$ cat src/icc_pkg.sv
// Constants, field layouts and carrier types of the correction config bank
package icc_pkg;

    // ------------------------------------------------------------------
    // Register byte addresses on the serial command channel
    // ------------------------------------------------------------------
    localparam logic [15:0] ADDR_TABLE_CHOICE   = 16'h0410;
    localparam logic [15:0] ADDR_TABLE_APPLY    = 16'h0414;
    localparam logic [15:0] ADDR_DEFECT_MODE    = 16'h0418;
    localparam logic [15:0] ADDR_HOT_MODE       = 16'h041C;
    localparam logic [15:0] ADDR_DEFECT_THR     = 16'h042C;
    localparam logic [15:0] ADDR_HOT_THR        = 16'h0430;
    localparam logic [15:0] ADDR_FLAT_SOURCE    = 16'h0434;
    localparam logic [15:0] ADDR_FLAT_ON        = 16'h0438;
    localparam logic [15:0] ADDR_COLUMN_FIX     = 16'h0440;
    localparam logic [15:0] ADDR_BALANCE_MODE   = 16'h0538;
    localparam int          GAIN_CHANNELS       = 3;
    localparam logic [15:0] ADDR_GAIN [0:2]     = '{16'h0540, 16'h0544,
                                                    16'h0548};

    // ------------------------------------------------------------------
    // Field widths and reset values
    // ------------------------------------------------------------------
    localparam int          GAIN_W              = 12;
    localparam int          THR_W               = 12;
    localparam int          FIX_W               = 2;
    localparam int          BAL_W               = 3;
    localparam logic [11:0] GAIN_RESET          = 12'h100;
    localparam logic [11:0] THR_RESET           = 12'h000;
    localparam logic [1:0]  FIX_OFF             = 2'h0;
    localparam logic [1:0]  FIX_STATIC          = 2'h1;
    localparam logic [1:0]  FIX_DYNAMIC         = 2'h2;
    localparam logic [1:0]  FIX_BOTH            = 2'h3;
    localparam logic [2:0]  BAL_OFF             = 3'h0;
    localparam logic [2:0]  BAL_ONCE            = 3'h1;
    localparam logic [2:0]  BAL_AUTO            = 3'h2;
    localparam logic [2:0]  BAL_MANUAL          = 3'h3;

    // ------------------------------------------------------------------
    // Serial command framing
    // ------------------------------------------------------------------
    localparam logic [7:0]  OP_WRITE            = 8'h57;
    localparam logic [7:0]  OP_READ             = 8'h52;
    localparam logic [1:0]  ADDR_LAST           = 2'h1;
    localparam logic [1:0]  DATA_LAST           = 2'h3;

    // Register access request from the command parser
    typedef struct packed {
        logic        wr;
        logic        rd;
        logic [15:0] addr;
        logic [31:0] data;
    } icc_req_type;

    // Per channel gain triple
    typedef struct packed {
        logic [11:0] red;
        logic [11:0] green;
        logic [11:0] blue;
    } icc_gain_type;

    // Settings handed to the correction datapaths
    typedef struct packed {
        logic        tableSel;
        logic        tableOn;
        logic [1:0]  defectMode;
        logic [1:0]  hotMode;
        logic [11:0] defectThr;
        logic [11:0] hotThr;
        logic        flatOn;
        logic        flatUser;
        logic        columnFixOn;
        logic [2:0]  balanceMode;
    } icc_cfg_type;

endpackage

$ cat src/icc_cmd_parser.sv
// Byte stream parser turning serial commands into register requests
`timescale 1ns/10ps
module icc_cmd_parser (
    // Clock, reset and enable
    input  wire logic          clk,
    input  wire logic          rstSync_n,
    input  wire logic          ce,
    // Received command bytes
    input  wire logic          rxValid,
    input  wire logic [7:0]    rxByte,
    // Register request
    output icc_pkg::icc_req_type req
);

    typedef enum logic [1:0] {WAIT_OP, GET_ADDR, GET_DATA} icc_parse_type;

    icc_parse_type      state_reg;
    logic               isWrite_reg;
    logic [1:0]         count_reg;
    logic [15:0]        addr_reg;
    logic [23:0]        data_reg;
    icc_pkg::icc_req_type req_reg;

    // --------------------------------------------------------------
    // Command framing: opcode, two address bytes, then four data bytes on writes only
    // --------------------------------------------------------------
    always_ff @(posedge clk or negedge rstSync_n) begin
        if (!rstSync_n) begin
            state_reg   <= WAIT_OP;
            isWrite_reg <= 1'b0;
            count_reg   <= 2'h0;
            addr_reg    <= 16'h0000;
            data_reg    <= 24'h000000;
            req_reg     <= '0;
        end else if (ce) begin
            req_reg.wr <= 1'b0;
            req_reg.rd <= 1'b0;
            if (rxValid) begin
                case (state_reg)
                    WAIT_OP: begin
                        count_reg <= 2'h0;
                        // Unknown opcodes are dropped
                        if (rxByte == icc_pkg::OP_WRITE) begin
                            isWrite_reg <= 1'b1;
                            state_reg   <= GET_ADDR;
                        end else if (rxByte == icc_pkg::OP_READ) begin
                            isWrite_reg <= 1'b0;
                            state_reg   <= GET_ADDR;
                        end
                    end
                    GET_ADDR: begin
                        addr_reg <= {addr_reg[7:0], rxByte};
                        if (count_reg == icc_pkg::ADDR_LAST) begin
                            count_reg <= 2'h0;
                            if (isWrite_reg) begin
                                state_reg <= GET_DATA;
                            end else begin
                                state_reg    <= WAIT_OP;
                                req_reg.rd   <= 1'b1;
                                req_reg.addr <= {addr_reg[7:0], rxByte};
                            end
                        end else begin
                            count_reg <= count_reg + 2'h1;
                        end
                    end
                    GET_DATA: begin
                        data_reg <= {data_reg[15:0], rxByte};
                        if (count_reg == icc_pkg::DATA_LAST) begin
                            state_reg    <= WAIT_OP;
                            req_reg.wr   <= 1'b1;
                            req_reg.addr <= addr_reg;
                            req_reg.data <= {data_reg, rxByte};
                        end else begin
                            count_reg <= count_reg + 2'h1;
                        end
                    end
                    default: begin
                        state_reg <= WAIT_OP;
                    end
                endcase
            end
        end
    end

    assign req = req_reg;

endmodule

$ cat src/icc_config_regs.sv
// Configuration register bank of the pixel correction pipeline
`timescale 1ns/10ps
module icc_config_regs (
    // Clock, reset and enable
    input  wire logic                  clk,
    input  wire logic                  rst_n,
    input  wire logic                  ce,
    // Serial command bytes
    input  wire logic                  rxValid,
    input  wire logic [7:0]            rxByte,
    // Read answer
    output logic [31:0]                rdData,
    output logic                       rdValid,
    // Gains computed by the balance engine
    input  wire icc_pkg::icc_gain_type computedGain,
    // Settings to the datapaths
    output icc_pkg::icc_cfg_type       cfg,
    output icc_pkg::icc_gain_type      appliedGain
);

    // --------------------------------------------------------------
    // Decoding helpers
    // --------------------------------------------------------------

    // Write hit on one register address
    function automatic logic hitWrite(input icc_pkg::icc_req_type r,
                                      input logic [15:0] a);
        hitWrite = r.wr && (r.addr == a);
    endfunction

    // Balance modes in which gains come from the engine
    function automatic logic usesComputed(input logic [2:0] m);
        usesComputed = (m == icc_pkg::BAL_ONCE) || (m == icc_pkg::BAL_AUTO);
    endfunction

    // --------------------------------------------------------------
    // Declarations
    // --------------------------------------------------------------
    logic [1:0]         rstPipe_reg;
    logic               rstSync_n;
    icc_pkg::icc_req_type req;
    logic               tableSel_reg;
    logic               tableOn_reg;
    logic [1:0]         defectMode_reg;
    logic [1:0]         hotMode_reg;
    logic [11:0]        defectThr_reg;
    logic [11:0]        hotThr_reg;
    logic               flatOn_reg;
    logic               flatUser_reg;
    logic               columnFix_reg;
    logic [2:0]         balMode_reg;
    logic [11:0]        gain_reg    [0:2];
    logic [11:0]        applied_reg [0:2];
    logic [11:0]        compArr     [0:2];
    logic [11:0]        gainRead    [0:2];
    logic [31:0]        rdWord;
    logic [31:0]        rdData_reg;
    logic               rdValid_reg;

    // --------------------------------------------------------------
    // Reset release through two flip-flops
    // --------------------------------------------------------------
    always_ff @(posedge clk or negedge rst_n) begin
        if (!rst_n) begin
            rstPipe_reg <= 2'b00;
        end else begin
            rstPipe_reg <= {rstPipe_reg[0], 1'b1};
        end
    end

    assign rstSync_n = rstPipe_reg[1];

    // --------------------------------------------------------------
    // Command parser
    // --------------------------------------------------------------
    icc_cmd_parser u_parser (
        .clk       (clk),
        .rstSync_n (rstSync_n),
        .ce        (ce),
        .rxValid   (rxValid),
        .rxByte    (rxByte),
        .req       (req)
    );

    // --------------------------------------------------------------
    // Lookup table controls
    // --------------------------------------------------------------
    always_ff @(posedge clk or negedge rstSync_n) begin
        if (!rstSync_n) begin
            tableSel_reg <= 1'b0;
            tableOn_reg  <= 1'b0;
        end else if (ce) begin
            if (hitWrite(req, icc_pkg::ADDR_TABLE_CHOICE)) begin
                tableSel_reg <= req.data[0];
            end
            if (hitWrite(req, icc_pkg::ADDR_TABLE_APPLY)) begin
                tableOn_reg <= req.data[0];
            end
        end
    end

    // --------------------------------------------------------------
    // Defect and hot pixel fix modes and thresholds
    // --------------------------------------------------------------
    always_ff @(posedge clk or negedge rstSync_n) begin
        if (!rstSync_n) begin
            defectMode_reg <= icc_pkg::FIX_OFF;
            hotMode_reg    <= icc_pkg::FIX_OFF;
            defectThr_reg  <= icc_pkg::THR_RESET;
            hotThr_reg     <= icc_pkg::THR_RESET;
        end else if (ce) begin
            if (hitWrite(req, icc_pkg::ADDR_DEFECT_MODE)) begin
                defectMode_reg <= req.data[icc_pkg::FIX_W-1:0];
            end
            if (hitWrite(req, icc_pkg::ADDR_HOT_MODE)) begin
                hotMode_reg <= req.data[icc_pkg::FIX_W-1:0];
            end
            if (hitWrite(req, icc_pkg::ADDR_DEFECT_THR)) begin
                defectThr_reg <= req.data[icc_pkg::THR_W-1:0];
            end
            if (hitWrite(req, icc_pkg::ADDR_HOT_THR)) begin
                hotThr_reg <= req.data[icc_pkg::THR_W-1:0];
            end
        end
    end

    // --------------------------------------------------------------
    // Flat field and column noise controls
    // --------------------------------------------------------------
    always_ff @(posedge clk or negedge rstSync_n) begin
        if (!rstSync_n) begin
            flatOn_reg    <= 1'b0;
            flatUser_reg  <= 1'b0;
            columnFix_reg <= 1'b0;
        end else if (ce) begin
            if (hitWrite(req, icc_pkg::ADDR_FLAT_ON)) begin
                flatOn_reg <= req.data[0];
            end
            if (hitWrite(req, icc_pkg::ADDR_FLAT_SOURCE)) begin
                flatUser_reg <= req.data[0];
            end
            if (hitWrite(req, icc_pkg::ADDR_COLUMN_FIX)) begin
                columnFix_reg <= req.data[0];
            end
        end
    end

    // --------------------------------------------------------------
    // Balance mode; reserved codes leave the mode unchanged
    // --------------------------------------------------------------
    always_ff @(posedge clk or negedge rstSync_n) begin
        if (!rstSync_n) begin
            balMode_reg <= icc_pkg::BAL_OFF;
        end else if (ce) begin
            if (hitWrite(req, icc_pkg::ADDR_BALANCE_MODE) &&
                req.data[icc_pkg::BAL_W-1:0] <= icc_pkg::BAL_MANUAL) begin
                balMode_reg <= req.data[icc_pkg::BAL_W-1:0];
            end
        end
    end

    // --------------------------------------------------------------
    // Gain channels: stored, read back and applied
    // --------------------------------------------------------------
    assign compArr[0] = computedGain.red;
    assign compArr[1] = computedGain.green;
    assign compArr[2] = computedGain.blue;

    for (genvar ch = 0; ch < icc_pkg::GAIN_CHANNELS; ch++) begin : g_chan
        // Written coefficient, unsigned code of 1/256 steps
        always_ff @(posedge clk or negedge rstSync_n) begin
            if (!rstSync_n) begin
                gain_reg[ch] <= icc_pkg::GAIN_RESET;
            end else if (ce && hitWrite(req, icc_pkg::ADDR_GAIN[ch])) begin
                gain_reg[ch] <= req.data[icc_pkg::GAIN_W-1:0];
            end
        end

        // Engine value in once or auto, else the written one
        assign gainRead[ch] = usesComputed(balMode_reg) ?
                              compArr[ch] : gain_reg[ch];

        // Gain handed to the datapath
        always_ff @(posedge clk or negedge rstSync_n) begin
            if (!rstSync_n) begin
                applied_reg[ch] <= icc_pkg::GAIN_RESET;
            end else if (ce) begin
                applied_reg[ch] <= gainRead[ch];
            end
        end
    end

    // --------------------------------------------------------------
    // Read mux; unused bits and unmapped addresses read zero
    // --------------------------------------------------------------
    always_comb begin
        rdWord = 32'h00000000;
        case (req.addr)
            icc_pkg::ADDR_TABLE_CHOICE: rdWord[0]     = tableSel_reg;
            icc_pkg::ADDR_TABLE_APPLY:  rdWord[0]     = tableOn_reg;
            icc_pkg::ADDR_DEFECT_MODE:  rdWord[1:0]   = defectMode_reg;
            icc_pkg::ADDR_HOT_MODE:     rdWord[1:0]   = hotMode_reg;
            icc_pkg::ADDR_DEFECT_THR:   rdWord[11:0]  = defectThr_reg;
            icc_pkg::ADDR_HOT_THR:      rdWord[11:0]  = hotThr_reg;
            icc_pkg::ADDR_FLAT_ON:      rdWord[0]     = flatOn_reg;
            icc_pkg::ADDR_FLAT_SOURCE:  rdWord[0]     = flatUser_reg;
            icc_pkg::ADDR_COLUMN_FIX:   rdWord[0]     = columnFix_reg;
            icc_pkg::ADDR_BALANCE_MODE: rdWord[2:0]   = balMode_reg;
            icc_pkg::ADDR_GAIN[0]:      rdWord[11:0]  = gainRead[0];
            icc_pkg::ADDR_GAIN[1]:      rdWord[11:0]  = gainRead[1];
            icc_pkg::ADDR_GAIN[2]:      rdWord[11:0]  = gainRead[2];
            default:                    rdWord        = 32'h00000000;
        endcase
    end

    // --------------------------------------------------------------
    // Read answer register, one cycle after the request
    // --------------------------------------------------------------
    always_ff @(posedge clk or negedge rstSync_n) begin
        if (!rstSync_n) begin
            rdData_reg  <= 32'h00000000;
            rdValid_reg <= 1'b0;
        end else if (ce) begin
            rdValid_reg <= req.rd;
            if (req.rd) begin
                rdData_reg <= rdWord;
            end
        end
    end

    // --------------------------------------------------------------
    // Outputs
    // --------------------------------------------------------------
    assign rdData              = rdData_reg;
    assign rdValid             = rdValid_reg;
    assign cfg.tableSel        = tableSel_reg;
    assign cfg.tableOn         = tableOn_reg;
    assign cfg.defectMode      = defectMode_reg;
    assign cfg.hotMode         = hotMode_reg;
    assign cfg.defectThr       = defectThr_reg;
    assign cfg.hotThr          = hotThr_reg;
    assign cfg.flatOn          = flatOn_reg;
    assign cfg.flatUser        = flatUser_reg;
    assign cfg.columnFixOn     = columnFix_reg;
    assign cfg.balanceMode     = balMode_reg;
    assign appliedGain.red     = applied_reg[0];
    assign appliedGain.green   = applied_reg[1];
    assign appliedGain.blue    = applied_reg[2];

    // --------------------------------------------------------------
    // Assertions
    // --------------------------------------------------------------

    // Manual mode: written red value reaches the datapath in two cycles
    property p_red_manual;
        @(posedge clk) disable iff (!rstSync_n)
        (ce && hitWrite(req, icc_pkg::ADDR_GAIN[0]) &&
         balMode_reg == icc_pkg::BAL_MANUAL) ##1 ce [*2]
        |-> appliedGain.red == $past(req.data[11:0], 2);
    endproperty
    a_red_manual: assert property (p_red_manual)
        else $error("red gain not applied in manual mode");

    // Auto mode: red read returns the engine value
    property p_red_auto;
        @(posedge clk) disable iff (!rstSync_n)
        (ce && req.rd && req.addr == icc_pkg::ADDR_GAIN[0] &&
         balMode_reg == icc_pkg::BAL_AUTO)
        |=> rdValid && rdData == {20'h00000, $past(computedGain.red)};
    endproperty
    a_red_auto: assert property (p_red_auto)
        else $error("red read not the computed gain");

    // Once mode: green applied from the engine
    property p_green_once;
        @(posedge clk) disable iff (!rstSync_n)
        (ce && balMode_reg == icc_pkg::BAL_ONCE)
        |=> appliedGain.green == $past(computedGain.green);
    endproperty
    a_green_once: assert property (p_green_once)
        else $error("green gain not taken from engine");

    // Manual mode: blue read returns the stored coefficient
    property p_blue_manual;
        @(posedge clk) disable iff (!rstSync_n)
        (ce && req.rd && req.addr == icc_pkg::ADDR_GAIN[2] &&
         balMode_reg == icc_pkg::BAL_MANUAL)
        |=> rdData[11:0] == $past(gain_reg[2]);
    endproperty
    a_blue_manual: assert property (p_blue_manual)
        else $error("blue read not the written gain");

    // Reserved balance codes leave the mode alone
    property p_bal_reserved;
        @(posedge clk) disable iff (!rstSync_n)
        (hitWrite(req, icc_pkg::ADDR_BALANCE_MODE) && req.data[2])
        |=> $stable(cfg.balanceMode);
    endproperty
    a_bal_reserved: assert property (p_bal_reserved)
        else $error("reserved balance code accepted");

    // Defect mode follows the low two data bits
    property p_defect_mode;
        @(posedge clk) disable iff (!rstSync_n)
        (ce && hitWrite(req, icc_pkg::ADDR_DEFECT_MODE))
        |=> cfg.defectMode == $past(req.data[1:0]);
    endproperty
    a_defect_mode: assert property (p_defect_mode)
        else $error("defect fix mode not stored");

    // Hot pixel threshold follows the low twelve data bits
    property p_hot_thr;
        @(posedge clk) disable iff (!rstSync_n)
        (ce && hitWrite(req, icc_pkg::ADDR_HOT_THR))
        |=> cfg.hotThr == $past(req.data[11:0]);
    endproperty
    a_hot_thr: assert property (p_hot_thr)
        else $error("hot threshold not stored");

    // Table select reads back as written, upper bits zero
    property p_table_read;
        @(posedge clk) disable iff (!rstSync_n)
        (ce && req.rd && req.addr == icc_pkg::ADDR_TABLE_CHOICE)
        |=> rdData == {31'h00000000, $past(tableSel_reg)};
    endproperty
    a_table_read: assert property (p_table_read)
        else $error("table select readback wrong");

    // Flat field source follows bit zero
    property p_flat_source;
        @(posedge clk) disable iff (!rstSync_n)
        (ce && hitWrite(req, icc_pkg::ADDR_FLAT_SOURCE))
        |=> cfg.flatUser == $past(req.data[0]);
    endproperty
    a_flat_source: assert property (p_flat_source)
        else $error("flat field source not stored");

endmodule

$ cat config.mk
export PLATFORM = sky130hd
export DESIGN_NAME = icc_config_regs
export DESIGN_NICKNAME = d
export VERILOG_FILES = /design/src/icc_pkg.sv /design/src/icc_cmd_parser.sv /design/src/icc_config_regs.sv
export SDC_FILE = /design/constraint.sdc
export NUM_CORES = 1
export LEC_CHECK = 0
export ABC_AREA = 0
export CAP_MARGIN = 20
export CORE_AREA = 2 2 121 123
export CTS_BUF_LIST = sky130_fd_sc_hd__clkbuf_2
export CTS_CLUSTER_SIZE = 14
export DETAILED_ROUTE_END_ITERATION = 10
export DIE_AREA = 0 0 123 125
export DONT_BUFFER_PORTS = 1
export PLACE_DENSITY_LB_ADDON = 0.2
export SYNTH_ARGS = -nofsm -noshare
export SYNTH_HDL_FRONTEND = slang
export SYNTH_SLANG_ARGS = --single-unit
$ cat constraint.sdc
create_clock -name clk -period 5 [get_ports clk]
set_input_delay 0.5 -clock clk [delete_from_list [all_inputs] [get_ports clk]]
set_output_delay 0.5 -clock clk [all_outputs]
set_load 0.02 [all_outputs]
# Yosys cells after proc, flatten, opt, wreduce, memory -nomap -nowiden
# Index checks and enable logic that the tools add are counted.
[word_totals]
reg_bits = 218
latch_bits = 0
ramBits = 0
romBits = 0
input_bits = 48
wordCells = 123
mem_count = 0
[op_classes]
n_addsub = 1
mul = 0
div_mod_pow = 0
magnitude_cmp = 1
n_eq_ne = 26
shift = 0
muxes = 27
bitwise_logic = 0
reduce_logical = 40
[ops]
columns = ["operator", "count"]
rows = [
  ["16-bit by 11-bit == test with 1-bit output, second input constant", 13],
  ["50-bit 2-to-1 mux", 1],
  ["48-bit 2-to-1 mux", 1],
  ["9-bit one-hot mux with 5 select lines", 1],
  ["12-bit 2-to-1 mux", 3],
  ["17-bit 2-to-1 mux", 2],
  ["32-bit 2-to-1 mux", 1],
  ["16-bit one-hot mux with 2 select lines", 1],
  ["2-bit AND reduction", 11],
  ["1-bit logical AND", 17],
  ["8-bit by 7-bit == test with 1-bit output, second input constant", 2],
  ["2-bit 2-to-1 mux", 7],
  ["1-bit one-hot mux with 13 select lines", 1],
  ["2-bit one-hot mux with 3 select lines", 2],
  ["4-bit AND reduction", 3],
  ["1-bit one-hot mux with 8 select lines", 1],
  ["1-bit one-hot mux with 6 select lines", 1],
  ["3-bit AND reduction", 2],
  ["6-bit AND reduction", 1],
  ["1-bit 2-to-1 mux", 5],
  ["5-bit AND reduction", 1],
  ["2-bit by 1-bit == test with 1-bit output, second input constant", 2],
  ["2-bit == test, second input constant", 2],
  ["2-bit by 1-bit inequality test with 1-bit output, second input constant", 2],
  ["other kinds (10)", 12],
]

# Longest topological paths before layout
# Gate-level depths: netlist (run 1).
[depth]
depth_word = 4
ltp_mapped = 8
ltp_nobuf = 7

# By module
# A second synthesis (run 1) with hierarchy kept.
[unflattened]
hier_cells = 761
hier_area_um2 = 10010.9
[modules_own_cells]
columns = ["module", "n_inst", "cells_per_inst", "area_per_inst_um2", "seq_area_each_um2"]
rows = [
  ["icc_config_regs", 1, 482, 5985.7, 3085.5],
  ["icc_cmd_parser", 1, 279, 4025.1, 2377.3],
]

# Least setup slack after synthesis (run 1)
# Ideal clock, no wire load.
[synth_timing]
path_kind = "register to register"
from = "register u_parser.req_reg (netlist bit u_parser.req[45])"
to = "register hotThr_reg[10]"
setup_ns = 0.125
arrival_ns = 2.021
t_required_ns = 4.875
path_slack_ns = 2.854
stages_incl_launch_ff = 7
n_path_buf = 1
synth_period_minus_slack_ns = 2.146
cell_sequence = "dfrtp_1 or4b_4 nor3_4 and3_4 and2_4 buf_12 mux2_4"
[synth_between]
elab_chain_len = 3
[synth_lines]
columns = ["item", "line", "rtl"]
rows = [
  ["start: declaration", "icc_cmd_parser.sv:22", "icc_pkg::icc_req_type req_reg;"],
  ["16-bit by 11-bit == test with 1-bit output", "icc_config_regs.sv:28", "hitWrite = r.wr && (r.addr == a);"],
  ["1-bit logical AND", "icc_config_regs.sv:28", ""],
  ["2-bit AND reduction (no source line)", "-", ""],
  ["end signal: assignment", "icc_config_regs.sv:110", "hotThr_reg <= icc_pkg::THR_RESET;"],
  ["end signal: assignment", "icc_config_regs.sv:122", "hotThr_reg <= req.data[icc_pkg::THR_W-1:0];"],
  ["end: declaration", "icc_config_regs.sv:47", "logic [11:0] hotThr_reg;"],
]
# Every way passes these cells.
# A chain may end at the register's enable or synchronous reset.

# Final worst setup path (run 1)
[layout_timing]
from = "register u_parser.req_reg (netlist bit u_parser.req[45])"
to = "register gain_reg[29] (netlist bit)"
[layout_between]
elab_chain_len = 3
[layout_lines]
columns = ["item", "line", "rtl"]
rows = [
  ["16-bit by 11-bit == test with 1-bit output", "icc_config_regs.sv:28", ""],
  ["1-bit logical AND", "icc_config_regs.sv:28", ""],
  ["1-bit logical AND", "icc_config_regs.sv:174", "end else if (ce && hitWrite(req, icc_pkg::ADDR_GAIN[ch])) begin"],
  ["end signal: indexed assignment", "icc_config_regs.sv:173", "gain_reg[ch] <= icc_pkg::GAIN_RESET;"],
  ["end signal: indexed assignment", "icc_config_regs.sv:175", "gain_reg[ch] <= req.data[icc_pkg::GAIN_W-1:0];"],
  ["end: declaration", "icc_config_regs.sv:52", "logic [11:0] gain_reg [0:2];"],
]
# Every way passes these cells.

==> Implementation_results.wiki, run 1 <==
{| class="wikitable"
! Metric !! Value
|-
| Total area of multi-input combinational cells || 3440 µm²
|-
| M3 GR Usage || 7.16%
|-
| Gr usage total || 27.6%
|-
| WHS Endpoint || u_parser.isWrite_reg
|-
| TritonCTS clock tree || built
|-
| Clock latency of the later-clocked register in the worst-skew pair || 750 ps
|-
| Maximum fanout along the worst path || 13
|-
| Syn Inst Count || 695
|-
| Fraction of synthesis flops using an asynchronous set or reset pin || 100%
|-
| Critical path endpoint category || flop
|-
| Setup TNS || 0 ps
|-
| Post-detailed-routing wire length || 20,400 µm
|-
| Setup WS post-layout || 1720 ps
|-
| Vias in the first global route || 5,662
|-
| Starting DRT DRC Count || 451
|-
| Post-layout min period || 3280 ps
|-
| Number of violations of the max-capacitance limit || 0
|-
| Number of port buffers || 0
|-
| Level count of the clock H-tree || 4
|-
| Critical path startpoint category || flop
|-
| Final number of max-transition violations || 0
|-
| Starting Density || 58.2%
|-
| Data required time of the worst path || 5650 ps
|-
| Most common library cell in the layout ignoring fill and taps || sky130_fd_sc_hd__dfrtp_1
|-
| Most utilized layer in the global route result || met2
|-
| CP Launch Point || u_parser.req[45]
|-
| Met2 track utilization from global routing || 43.4%
|-
| Register-to-register setup slack || 1720 ps
|-
| Most used flip-flop cell after synthesis || sky130_fd_sc_hd__dfrtp_1
|-
| Worst hold path type || input port to flop
|-
| Top cell type by total area after synthesis || sky130_fd_sc_hd__dfrtp_1
|-
| Post-Syn Area || 8260 µm²
|-
| Sequential element share of the synthesized area || 54.0%
|-
| Number of hold-slack violations in the final timing report || 0
|-
| Fraction of post-synthesis cell area in the top cell type by area || 52.1%
|-
| Total setup buffers inserted after CTS || 0
|-
| Slew of the pin with the lowest slew margin || 1070 ps
|-
| Overflow after GRT || 0
|-
| Vertical die dimension || 125 µm
|-
| Worst Hold Path Cells || 4
|-
| Post-detail-place hpwl || 13,400 µm
|-
| CP Data Arrival Time || 3930 ps
|-
| Areal power density over the cells || 356 nW/µm²
|-
| Boundary Pins || 153
|-
| Width of the die || 123 µm
|-
| Gates resized, CTS repair || 0
|-
| Status || finished clean
|-
| Number of enable-type register cells in the synthesized netlist || 0
|-
| Placer congestion estimate || 0.927
|-
| Count of cells along the worst register-to-register path || 5
|-
| Peak supply drop || 0.167 mV
|-
| Number of remaining DRC errors || 0
|-
| Total of endpoints with negative setup slack in the final report || 0
|-
| Post-route cell area || 8960 µm²
|-
| Commonest cells after routing, fill and taps aside || sky130_fd_sc_hd__dfrtp_1, sky130_fd_sc_hd__mux2_2, sky130_fd_sc_hd__nor2_1
|-
| Worst reg2reg path endpoint || gain_reg[29]
|-
| Number of sinks driven by the clock tree || 178
|-
| Placed inst area || 8240 µm²
|-
| Lkg Pwr || 3.88 nW
|-
| FF+latch area || 4470 µm²
|-
| Fraction of final layout cells with drive strength greater than 1 || 21.6%
|-
| Post-synthesis average cell area || 11.9 µm²
|-
| Initial antenna violation count || 0
|-
| Wire length of the first global-routing pass || 32,100 µm
|-
| Clock buffer depth || 2
|-
| Maximum number of pins on one net before global-route repair || 177
|-
| Number of vias per cell after detailed routing || 6.12
|-
| CTS Root Cell || sky130_fd_sc_hd__clkbuf_2
|-
| Relative area change from synthesis to final layout || 8.50%
|-
| Crit share post-route || 65.5%
|-
| DIE AREA || 15,400 µm²
|-
| Final Hold Slack || 78.7 ps
|-
| Num CTS Buffers || 17
|-
| # diodes || 0
|-
| Total number of yosys warnings || 0
|-
| Max Clock Skew || 33.9 ps
|-
| Core box area || 14,200 µm²
|-
| Count of nets left with antenna violations after detail routing || 0
|-
| Nets || 779
|-
| Count of state elements after synthesis || 178
|-
| Setup slack at placement || 1760 ps
|-
| Overall via count from detail_route || 5,632
|-
| Critical path class || flop to flop
|-
| Setup repair after global routing missed its margin || no
|-
| Critical R2R Launch || u_parser.req[45]
|-
| Fill cell count || 1,143
|-
| Grt met1 use || 37.7%
|-
| Headroom to the max-slew limit || 28.4%
|-
| Total number of placement rows || 44
|-
| 1st-pass router iterations || 5
|-
| Origin of the worst min-delay path || rxByte[1]
|-
| Routed wirelength normalized by instance count || 22.2 µm
|-
| Main area contributors after synthesis || sky130_fd_sc_hd__dfrtp_1, sky130_fd_sc_hd__mux2_2, sky130_fd_sc_hd__mux2i_1
|-
| Max Clock Freq || 0.305 GHz
|-
| Count of distinct cell types in the synthesized netlist || 57
|-
| Clock transition at path regs || 220 ps
|}
-- timing repair --
item | 4_1_cts | 5_1_grt
setup endpoints to repair | 0 | 0
hold endpoints to repair | 69 | 3
hold buffers | 46 | 3
-- per-layer routing --
layer / vias up / routed length, µm
met5: - / 0
li1: 2511 / -
met2: 221 / 9940
met1: 2865 / 8680
met3: 35 / 1450
met4: 0 / 372
-- worst max path at each step --
stage | end | slack (ps) | cells past startpoint
floorplan | appliedGain[0] | 2070 | 0
global placement | gain_reg[34] | 1870 | 5
detailed placement | gain_reg[29] | 1760 | 5
CTS | gain_reg[29] | 1750 | 5
global route | gain_reg[24] | 1480 | 5
finish | gain_reg[29] | 1720 | 5
-- critical path: stages (launching register included) --
cell	delay, ps
sky130_fd_sc_hd__dfrtp_1	450
sky130_fd_sc_hd__or4b_4	590
sky130_fd_sc_hd__nor3_4	240
sky130_fd_sc_hd__nand2_1	480
sky130_fd_sc_hd__nor2_1	1000
sky130_fd_sc_hd__mux2_2	420
-- synth_stat cells, drive strengths merged, types with 2 or more instances --
cell	count
nor3	9
nor2	84
nor4	4
a211oi	2
o21ai	5
a21oi	60
and3	3
nor3b	2
nand4b	4
dfrtp	172
nor4b	3
dfstp	6
a2111oi	8
o22ai	14
conb	2
a31oi	3
or4b	5
mux2i	40
a22oi	17
nand4	3
a221oi	4
buf	42
mux2	104
and2	7
ha	8
clkbuf	22
nor2b	2
o2bb2ai	9
nand2	16
xnor2	3
nand3	9
o31ai	2
or3	2
inv	12
-- where the power goes --
group	internal (mW)	switching, mW	total (mW)
clock network	0.231	0.479	0.710
registers	1.64	0.285	1.93
logic	0.253	0.301	0.554
-- layout make-up --
type / count / share of cell area, %
clock buffer: 21 / 1.17
inverter: 12 / 0.503
multi-input combinational: 460 / 38.4
sequential: 178 / 49.8
clock inverter: 11 / 1.26
timing repair buffer: 54 / 6.27
tap: 184 / 2.57
-- cells by family after synthesis --
family                   count (synthesis)  synth area share [%]
other                                    2                0.0909
AND/OR/NAND/NOR                        156                  9.83
AO/OA/AOI/OAI                          128                  9.77
adder cells (fa/ha/maj)                  8                  1.21
multiplexers                           144                  19.5
buffers and inverters                   76                  5.30
XOR/XNOR                                 3                 0.318
flip-flops                             178                  54.0
-- through the flow --
stage | power, mW | util, % | cells
CTS | 3.20 | 62.9 | 917
finish | 3.19 | 63.1 | 920
detailed placement | 2.45 | 58.0 | 839
floorplan | 2.34 | - | 714
global placement | 2.42 | 57.9 | 838
global route | 3.37 | 63.1 | 920
Note: power is estimated with default switching activity, not from simulation.
==> inputs of run 2 (changes only) <==
Clock period 5 ns to 2.9 ns, I/O delays scaled along.
==> Implementation_results.wiki, run 2 (synthesized netlist as in run 1, its figures left out) <==
{| class="wikitable"
! Metric !! Value
|-
| Level count of the clock H-tree || 4 (unchanged)
|-
| Critical path class || flop to flop (unchanged)
|-
| Starting DRT DRC Count || 441 (was 451)
|-
| Setup TNS || 0 ps (unchanged)
|-
| Status || finished clean (unchanged)
|-
| Final number of max-transition violations || 0 (unchanged)
|-
| Areal power density over the cells || 616 nW/µm² (was 356 nW/µm²)
|-
| Setup slack at placement || 347 ps (was 1760 ps)
|-
| Vertical die dimension || 125 µm (unchanged)
|-
| 1st-pass router iterations || 5 (unchanged)
|-
| Slew of the pin with the lowest slew margin || 822 ps (was 1070 ps)
|-
| Fraction of final layout cells with drive strength greater than 1 || 21.9% (was 21.6%)
|-
| # diodes || 0 (unchanged)
|-
| Final Hold Slack || 123 ps (was 78.7 ps)
|-
| Count of buffer and inverter cells on the critical path || 0 (unchanged)
|-
| Gr usage total || 29.1% (was 27.6%)
|-
| Maximum fanout along the worst path || 13 (unchanged)
|-
| Nets || 820 (was 779)
|-
| Relative area change from synthesis to final layout || 14.2% (was 8.50%)
|-
| Commonest cells after routing, fill and taps aside || sky130_fd_sc_hd__dfrtp_1, sky130_fd_sc_hd__mux2_2, sky130_fd_sc_hd__nor2_1 (unchanged)
|-
| Maximum number of pins on one net before global-route repair || 79 (was 177)
|-
| Setup repair after global routing missed its margin || no (unchanged)
|-
| Max Clock Freq || 0.387 GHz (was 0.305 GHz)
|-
| Clock transition at path regs || 240 ps (was 220 ps)
|-
| Number of sinks driven by the clock tree || 178 (unchanged)
|-
| Clock buffer depth || 2 (unchanged)
|-
| Critical path endpoint category || flop (unchanged)
|-
| Gates resized, CTS repair || 0 (unchanged)
|-
| Highest cell delay on the worst timing path || 660 ps (was 1000 ps)
|-
| Critical path startpoint category || flop (unchanged)
|-
| Boundary Pins || 153 (unchanged)
|-
| Final core area utilization || 66.4% (was 63.1%)
|-
| Core box area || 14,200 µm² (unchanged)
|-
| Lkg Pwr || 4.13 nW (was 3.88 nW)
|-
| Headroom to the max-slew limit || 45.2% (was 28.4%)
|-
| Clock latency of the later-clocked register in the worst-skew pair || 780 ps (was 750 ps)
|-
| Most common library cell in the layout ignoring fill and taps || sky130_fd_sc_hd__dfrtp_1 (unchanged)
|-
| Post-detailed-routing wire length || 21,500 µm (was 20,400 µm)
|-
| Number of vias per cell after detailed routing || 6.19 (was 6.12)
|-
| Data required time of the worst path || 3580 ps (was 5650 ps)
|-
| Fill cell count || 1,061 (was 1,143)
|-
| Peak supply drop || 0.365 mV (was 0.167 mV)
|-
| Max Clock Skew || 34.3 ps (was 33.9 ps)
|-
| Count of nets left with antenna violations after detail routing || 0 (unchanged)
|-
| Routed wirelength normalized by instance count || 22.4 µm (was 22.2 µm)
|-
| Number of port buffers || 0 (unchanged)
|-
| Overflow after GRT || 0 (unchanged)
|-
| Overall via count from detail_route || 5,938 (was 5,632)
|-
| Post-detail-place hpwl || 13,900 µm (was 13,400 µm)
|-
| Total area of multi-input combinational cells || 3440 µm² (unchanged)
|-
| DIE AREA || 15,400 µm² (unchanged)
|-
| Post-layout min period || 2580 ps (was 3280 ps)
|-
| Number of hold-slack violations in the final timing report || 0 (unchanged)
|-
| Cells along the critical path || nor3_1 > nand2_1 > or4b_4 > nor2_4 > mux2_2 (was or4b_4 > nor3_4 > nand2_1 > nor2_1 > mux2_2)
|-
| Worst hold path type || input port to flop (unchanged)
|-
| Width of the die || 123 µm (unchanged)
|-
| Critical-path top delay cell || sky130_fd_sc_hd__or4b_4 (was sky130_fd_sc_hd__nor2_1)
|-
| Vias in the first global route || 6,027 (was 5,662)
|-
| Total of endpoints with negative setup slack in the final report || 0 (unchanged)
|-
| Placer congestion estimate || 0.866 (was 0.927)
|-
| CP Data Arrival Time || 3270 ps (was 3930 ps)
|-
| CTS Root Cell || sky130_fd_sc_hd__clkbuf_2 (unchanged)
|-
| Number of violations of the max-capacitance limit || 0 (unchanged)
|-
| Crit share post-route || 89.1% (was 65.5%)
|-
| Number of remaining DRC errors || 0 (unchanged)
|-
| Starting Density || 58.2% (unchanged)
|-
| Initial antenna violation count || 1 (was 0)
|-
| Total number of placement rows || 44 (unchanged)
|-
| Num CTS Buffers || 17 (unchanged)
|-
| FF+latch area || 4470 µm² (unchanged)
|-
| TritonCTS clock tree || built (unchanged)
|-
| Wire length of the first global-routing pass || 33,700 µm (was 32,100 µm)
|-
| Kind of cell adding the most delay to the critical path || simple AND/OR/NAND/NOR gates (unchanged)
|-
| Setup WS post-layout || 317 ps (was 1720 ps)
|}
==> run 2: cell types whose count changed in the layout (fill, tap and decap cells not counted), sizes merged <==
cell         before  now
bufinv            2    4
clkbuf           21   20
dlygate4sd3      48   80
clkinv            5    2
buf               6   15
inv              13   17
clkinvlp          3    0
==> run 2: what timing repair did <==
item / CTS / global route
buffers inserted: 0 / 0
hold buffers: 81 / 0
hold endpoints to repair: 85 / 0
==> run 2: worst reg2reg max path, stage by stage (launching register included) <==
cell,delay (ps)
sky130_fd_sc_hd__dfrtp_1,530
sky130_fd_sc_hd__nor3_1,390
sky130_fd_sc_hd__nand2_1,140
sky130_fd_sc_hd__or4b_4,660
sky130_fd_sc_hd__nor2_4,400
sky130_fd_sc_hd__mux2_2,380
==> run 2: final cells by class <==
| type | instances | area share (%) |
|---|---|---|
| inverter | 12 | 0.478 |
| timing repair buffer | 95 | 10.3 |
| sequential | 178 | 47.3 |
| clock inverter | 11 | 1.88 |
| clock buffer | 20 | 1.06 |
| multi-input combinational | 460 | 36.5 |
| tap | 184 | 2.44 |
==> run 2: path summary, 6_finish.rpt <==
kind                                   from                to  slack (ps)  cells after the start
setup / recovery           u_parser.req[34]       gain_reg[0]         320                      5
setup reg to reg           u_parser.req[34]       gain_reg[0]         320                      5
min in group asynchronous             rst_n    rstPipe_reg[1]         210                      2
hold / removal                           ce           rdValid         120                      2
max in group asynchronous    rstPipe_reg[1]  u_parser.req[34]        1620                      1
hold reg to reg              rstPipe_reg[0]    rstPipe_reg[1]         390                      0
==> run 2: power by group <==
group | total [mW] | internal, mW | switching (mW) | leakage [nW]
Clock | 1.44 | 0.589 | 0.856 | 0.170
Sequential | 3.33 | 2.83 | 0.500 | 2.33
Combinational | 1.03 | 0.491 | 0.541 | 1.63
==> run 2: through the flow <==
stage / total power [mW] / std cells / cell area [µm²]
detailed placement: 4.27 / 848 / 8330
CTS: 5.83 / 960 / 9430
finish: 5.81 / 960 / 9430
global placement: 4.22 / 848 / 8330
floorplan: 4.04 / 714 / 8340
global route: 6.13 / 960 / 9430
==> run 2: per-layer routing <==
layer	global-route usage [%]	vias to the layer above	part of all wire, %
li1	-	2603	-
met1	39.1	3017	41
met2	45.4	263	48
met3	7.71	53	8.2
met4	11.2	2	3.0
met5	0	-	0.070
==> inputs of run 3 (changes only) <==
Settings changed: CORE_AREA 2 2 121 123 to 2 2 133 135, DIE_AREA 0 0 123 125 to 0 0 135 137, SYNTH_HIERARCHICAL set to 1.
==> Implementation_results.wiki, run 3 <==
{| class="wikitable"
! Metric !! Value
|-
| Status || finished clean (unchanged)
|-
| Syn Inst Count || 678 (was 695)
|-
| Slew of the pin with the lowest slew margin || 970 ps (was 822 ps)
|-
| Boundary Pins || 153 (unchanged)
|-
| Setup repair after global routing missed its margin || no (unchanged)
|-
| Width of the die || 135 µm (was 123 µm)
|-
| Routed wirelength normalized by instance count || 21.5 µm (was 22.4 µm)
|-
| Post-layout instance count excluding filler cells || 970 (was 960)
|-
| Post-detailed-routing wire length || 20,800 µm (was 21,500 µm)
|-
| Max Clock Freq || 0.377 GHz (was 0.387 GHz)
|-
| Peak supply drop || 0.244 mV (was 0.365 mV)
|-
| Setup TNS || 0 ps (unchanged)
|-
| Total number of placement rows || 48 (was 44)
|-
| Wire length of the first global-routing pass || 32,400 µm (was 33,700 µm)
|-
| Vias in the first global route || 5,640 (was 6,027)
|-
| Final core area utilization || 55.4% (was 66.4%)
|-
| Placer congestion estimate || 0.922 (was 0.866)
|-
| Maximum number of pins on one net before global-route repair || 89 (was 79)
|-
| Placed Cells incl. Taps || 883 (was 848)
|-
| Total setup buffers inserted after CTS || 0 (unchanged)
|-
| TritonCTS clock tree || built (unchanged)
|-
| Overall via count from detail_route || 5,625 (was 5,938)
|-
| Total of endpoints with negative setup slack in the final report || 0 (unchanged)
|-
| Initial antenna violation count || 2 (was 1)
|-
| Number of port buffers || 0 (unchanged)
|-
| 1st-pass router iterations || 5 (unchanged)
|-
| Max Clock Skew || 39.4 ps (was 34.3 ps)
|-
| Final number of max-transition violations || 0 (unchanged)
|-
| Starting DRT DRC Count || 367 (was 441)
|-
| Num CTS Buffers || 17 (unchanged)
|-
| Number of violations of the max-capacitance limit || 0 (unchanged)
|-
| Fill cell count || 1,472 (was 1,061)
|-
| Number of remaining DRC errors || 0 (unchanged)
|-
| CTS Root Cell || sky130_fd_sc_hd__clkbuf_2 (unchanged)
|-
| DIE AREA || 18,500 µm² (was 15,400 µm²)
|-
| Crit share post-route || 91.4% (was 89.1%)
|-
| Commonest cells after routing, fill and taps aside || sky130_fd_sc_hd__dfrtp_1, sky130_fd_sc_hd__mux2_2, sky130_fd_sc_hd__nor2_1 (unchanged)
|-
| Core box area || 17,100 µm² (was 14,200 µm²)
|-
| Total number of yosys warnings || 6 (was 0)
|-
| Critical path startpoint category || flop (unchanged)
|-
| Number of hold-slack violations in the final timing report || 0 (unchanged)
|-
| Critical R2R Launch || u_parser/req[37] (was u_parser.req[34])
|-
| Lkg Pwr || 4.25 nW (was 4.13 nW)
|-
| Critical path endpoint category || flop (unchanged)
|-
| Starting Density || 49.6% (was 58.2%)
|-
| CP Data Arrival Time || 3310 ps (was 3270 ps)
|-
| Vertical die dimension || 137 µm (was 125 µm)
|-
| Data required time of the worst path || 3560 ps (was 3580 ps)
|-
| Nets || 785 (was 820)
|-
| Maximum fanout along the worst path || 13 (unchanged)
|-
| Clock latency of the later-clocked register in the worst-skew pair || 770 ps (was 780 ps)
|-
| Headroom to the max-slew limit || 35.3% (was 45.2%)
|-
| Count of cells along the worst register-to-register path || 5 (unchanged)
|-
| Count of nets left with antenna violations after detail routing || 0 (unchanged)
|-
| Post-detail-place hpwl || 15,100 µm (was 13,900 µm)
|-
| Critical path class || flop to flop (unchanged)
|-
| Clock buffer depth || 2 (unchanged)
|-
| Number of vias per cell after detailed routing || 5.80 (was 6.19)
|-
| Overflow after GRT || 0 (unchanged)
|-
| Post-layout min period || 2650 ps (was 2580 ps)
|-
| Post-Syn Area || 8460 µm² (was 8260 µm²)
|-
| CP Launch Point || u_parser/req[37] (was u_parser.req[34])
|-
| Relative area change from synthesis to final layout || 11.7% (was 14.2%)
|-
| Fraction of final layout cells with drive strength greater than 1 || 27.6% (was 21.9%)
|-
| Gr usage total || 23.1% (was 29.1%)
|-
| Level count of the clock H-tree || 4 (unchanged)
|-
| Most common library cell in the layout ignoring fill and taps || sky130_fd_sc_hd__dfrtp_1 (unchanged)
|-
| Worst hold path type || flop to asynchronous set/reset pin (was input port to flop)
|-
| Areal power density over the cells || 541 nW/µm² (was 616 nW/µm²)
|-
| Post-synthesis average cell area || 12.5 µm² (was 11.9 µm²)
|-
| Number of sinks driven by the clock tree || 178 (unchanged)
|-
| Clock transition at path regs || 240 ps (about the same)
|}
## run 3: changes by cell type in the layout (fill, tap and decap cells not counted), moves of 16 or more
cell | previous run | this run
sky130_fd_sc_hd__a21oi_1 | 60 | 38
sky130_fd_sc_hd__dlygate4sd3_1 | 80 | 52
sky130_fd_sc_hd__mux2_1 | 0 | 16
sky130_fd_sc_hd__mux2_2 | 94 | 113
sky130_fd_sc_hd__mux2i_1 | 40 | 20
sky130_fd_sc_hd__nor2_1 | 82 | 59
## run 3: worst max-delay path, cell delays in order, from the launching register on
cell and delay, ps:
sky130_fd_sc_hd__dfrtp_1 530, sky130_fd_sc_hd__or4b_4 690, sky130_fd_sc_hd__nand4bb_4 300, sky130_fd_sc_hd__or2_4 360, sky130_fd_sc_hd__nor2_4 310, sky130_fd_sc_hd__mux2_2 390
## run 3: final timing paths
kind | to | slack, ps
min | u_parser/addr_reg[2] | 190
min reg2reg | u_parser/addr_reg[2] | 190
max reg2reg | gain_reg[13] | 250
min in group clk | balMode_reg[2] | 230
max in group asynchronous | hotThr_reg[7] | 1960
max | gain_reg[13] | 250
## run 3: area by class of cell
type / count / area, µm² / area share, %
tap: 225 / 282 / 2.98
inverter: 11 / 41.3 / 0.437
timing repair buffer: 76 / 758 / 8.03
clock inverter: 14 / 155 / 1.64
antenna: 2 / 5.00 / 0.0530
clock buffer: 18 / 90.1 / 0.954
sequential: 178 / 4470 / 47.3
multi-input combinational: 446 / 3650 / 38.6
## run 3: per-stage QoR
stage	power [mW]	hold slack (ps)	setup slack, ps	instance area [µm²]
detailed placement	3.76	-5.52	277	8650
global placement	3.72	-5.51	368	8650
CTS	5.15	173	247	9440
global route	5.38	165	168	9450
finish	5.11	193	251	9450
floorplan	3.57	-5.59	698	8540
## run 3: power by group
part	leakage [nW]	total, mW	switching (mW)	internal [mW]
registers	2.37	3.01	0.317	2.70
logic	1.73	0.784	0.437	0.347
clock network	0.141	1.32	0.903	0.412
## run 3: repair_timing
item                      in CTS  in global routing
hold endpoints to repair      86                  0
gates resized for setup        0                  0
hold buffers                  53                  0
## run 3: per-layer routing
metal  part of all wire, %  GRT usage [%]
met1                    44           30.3
met2                    47           36.3
met3                   7.3           7.00
met4                   2.6           8.51
met5                     0              0
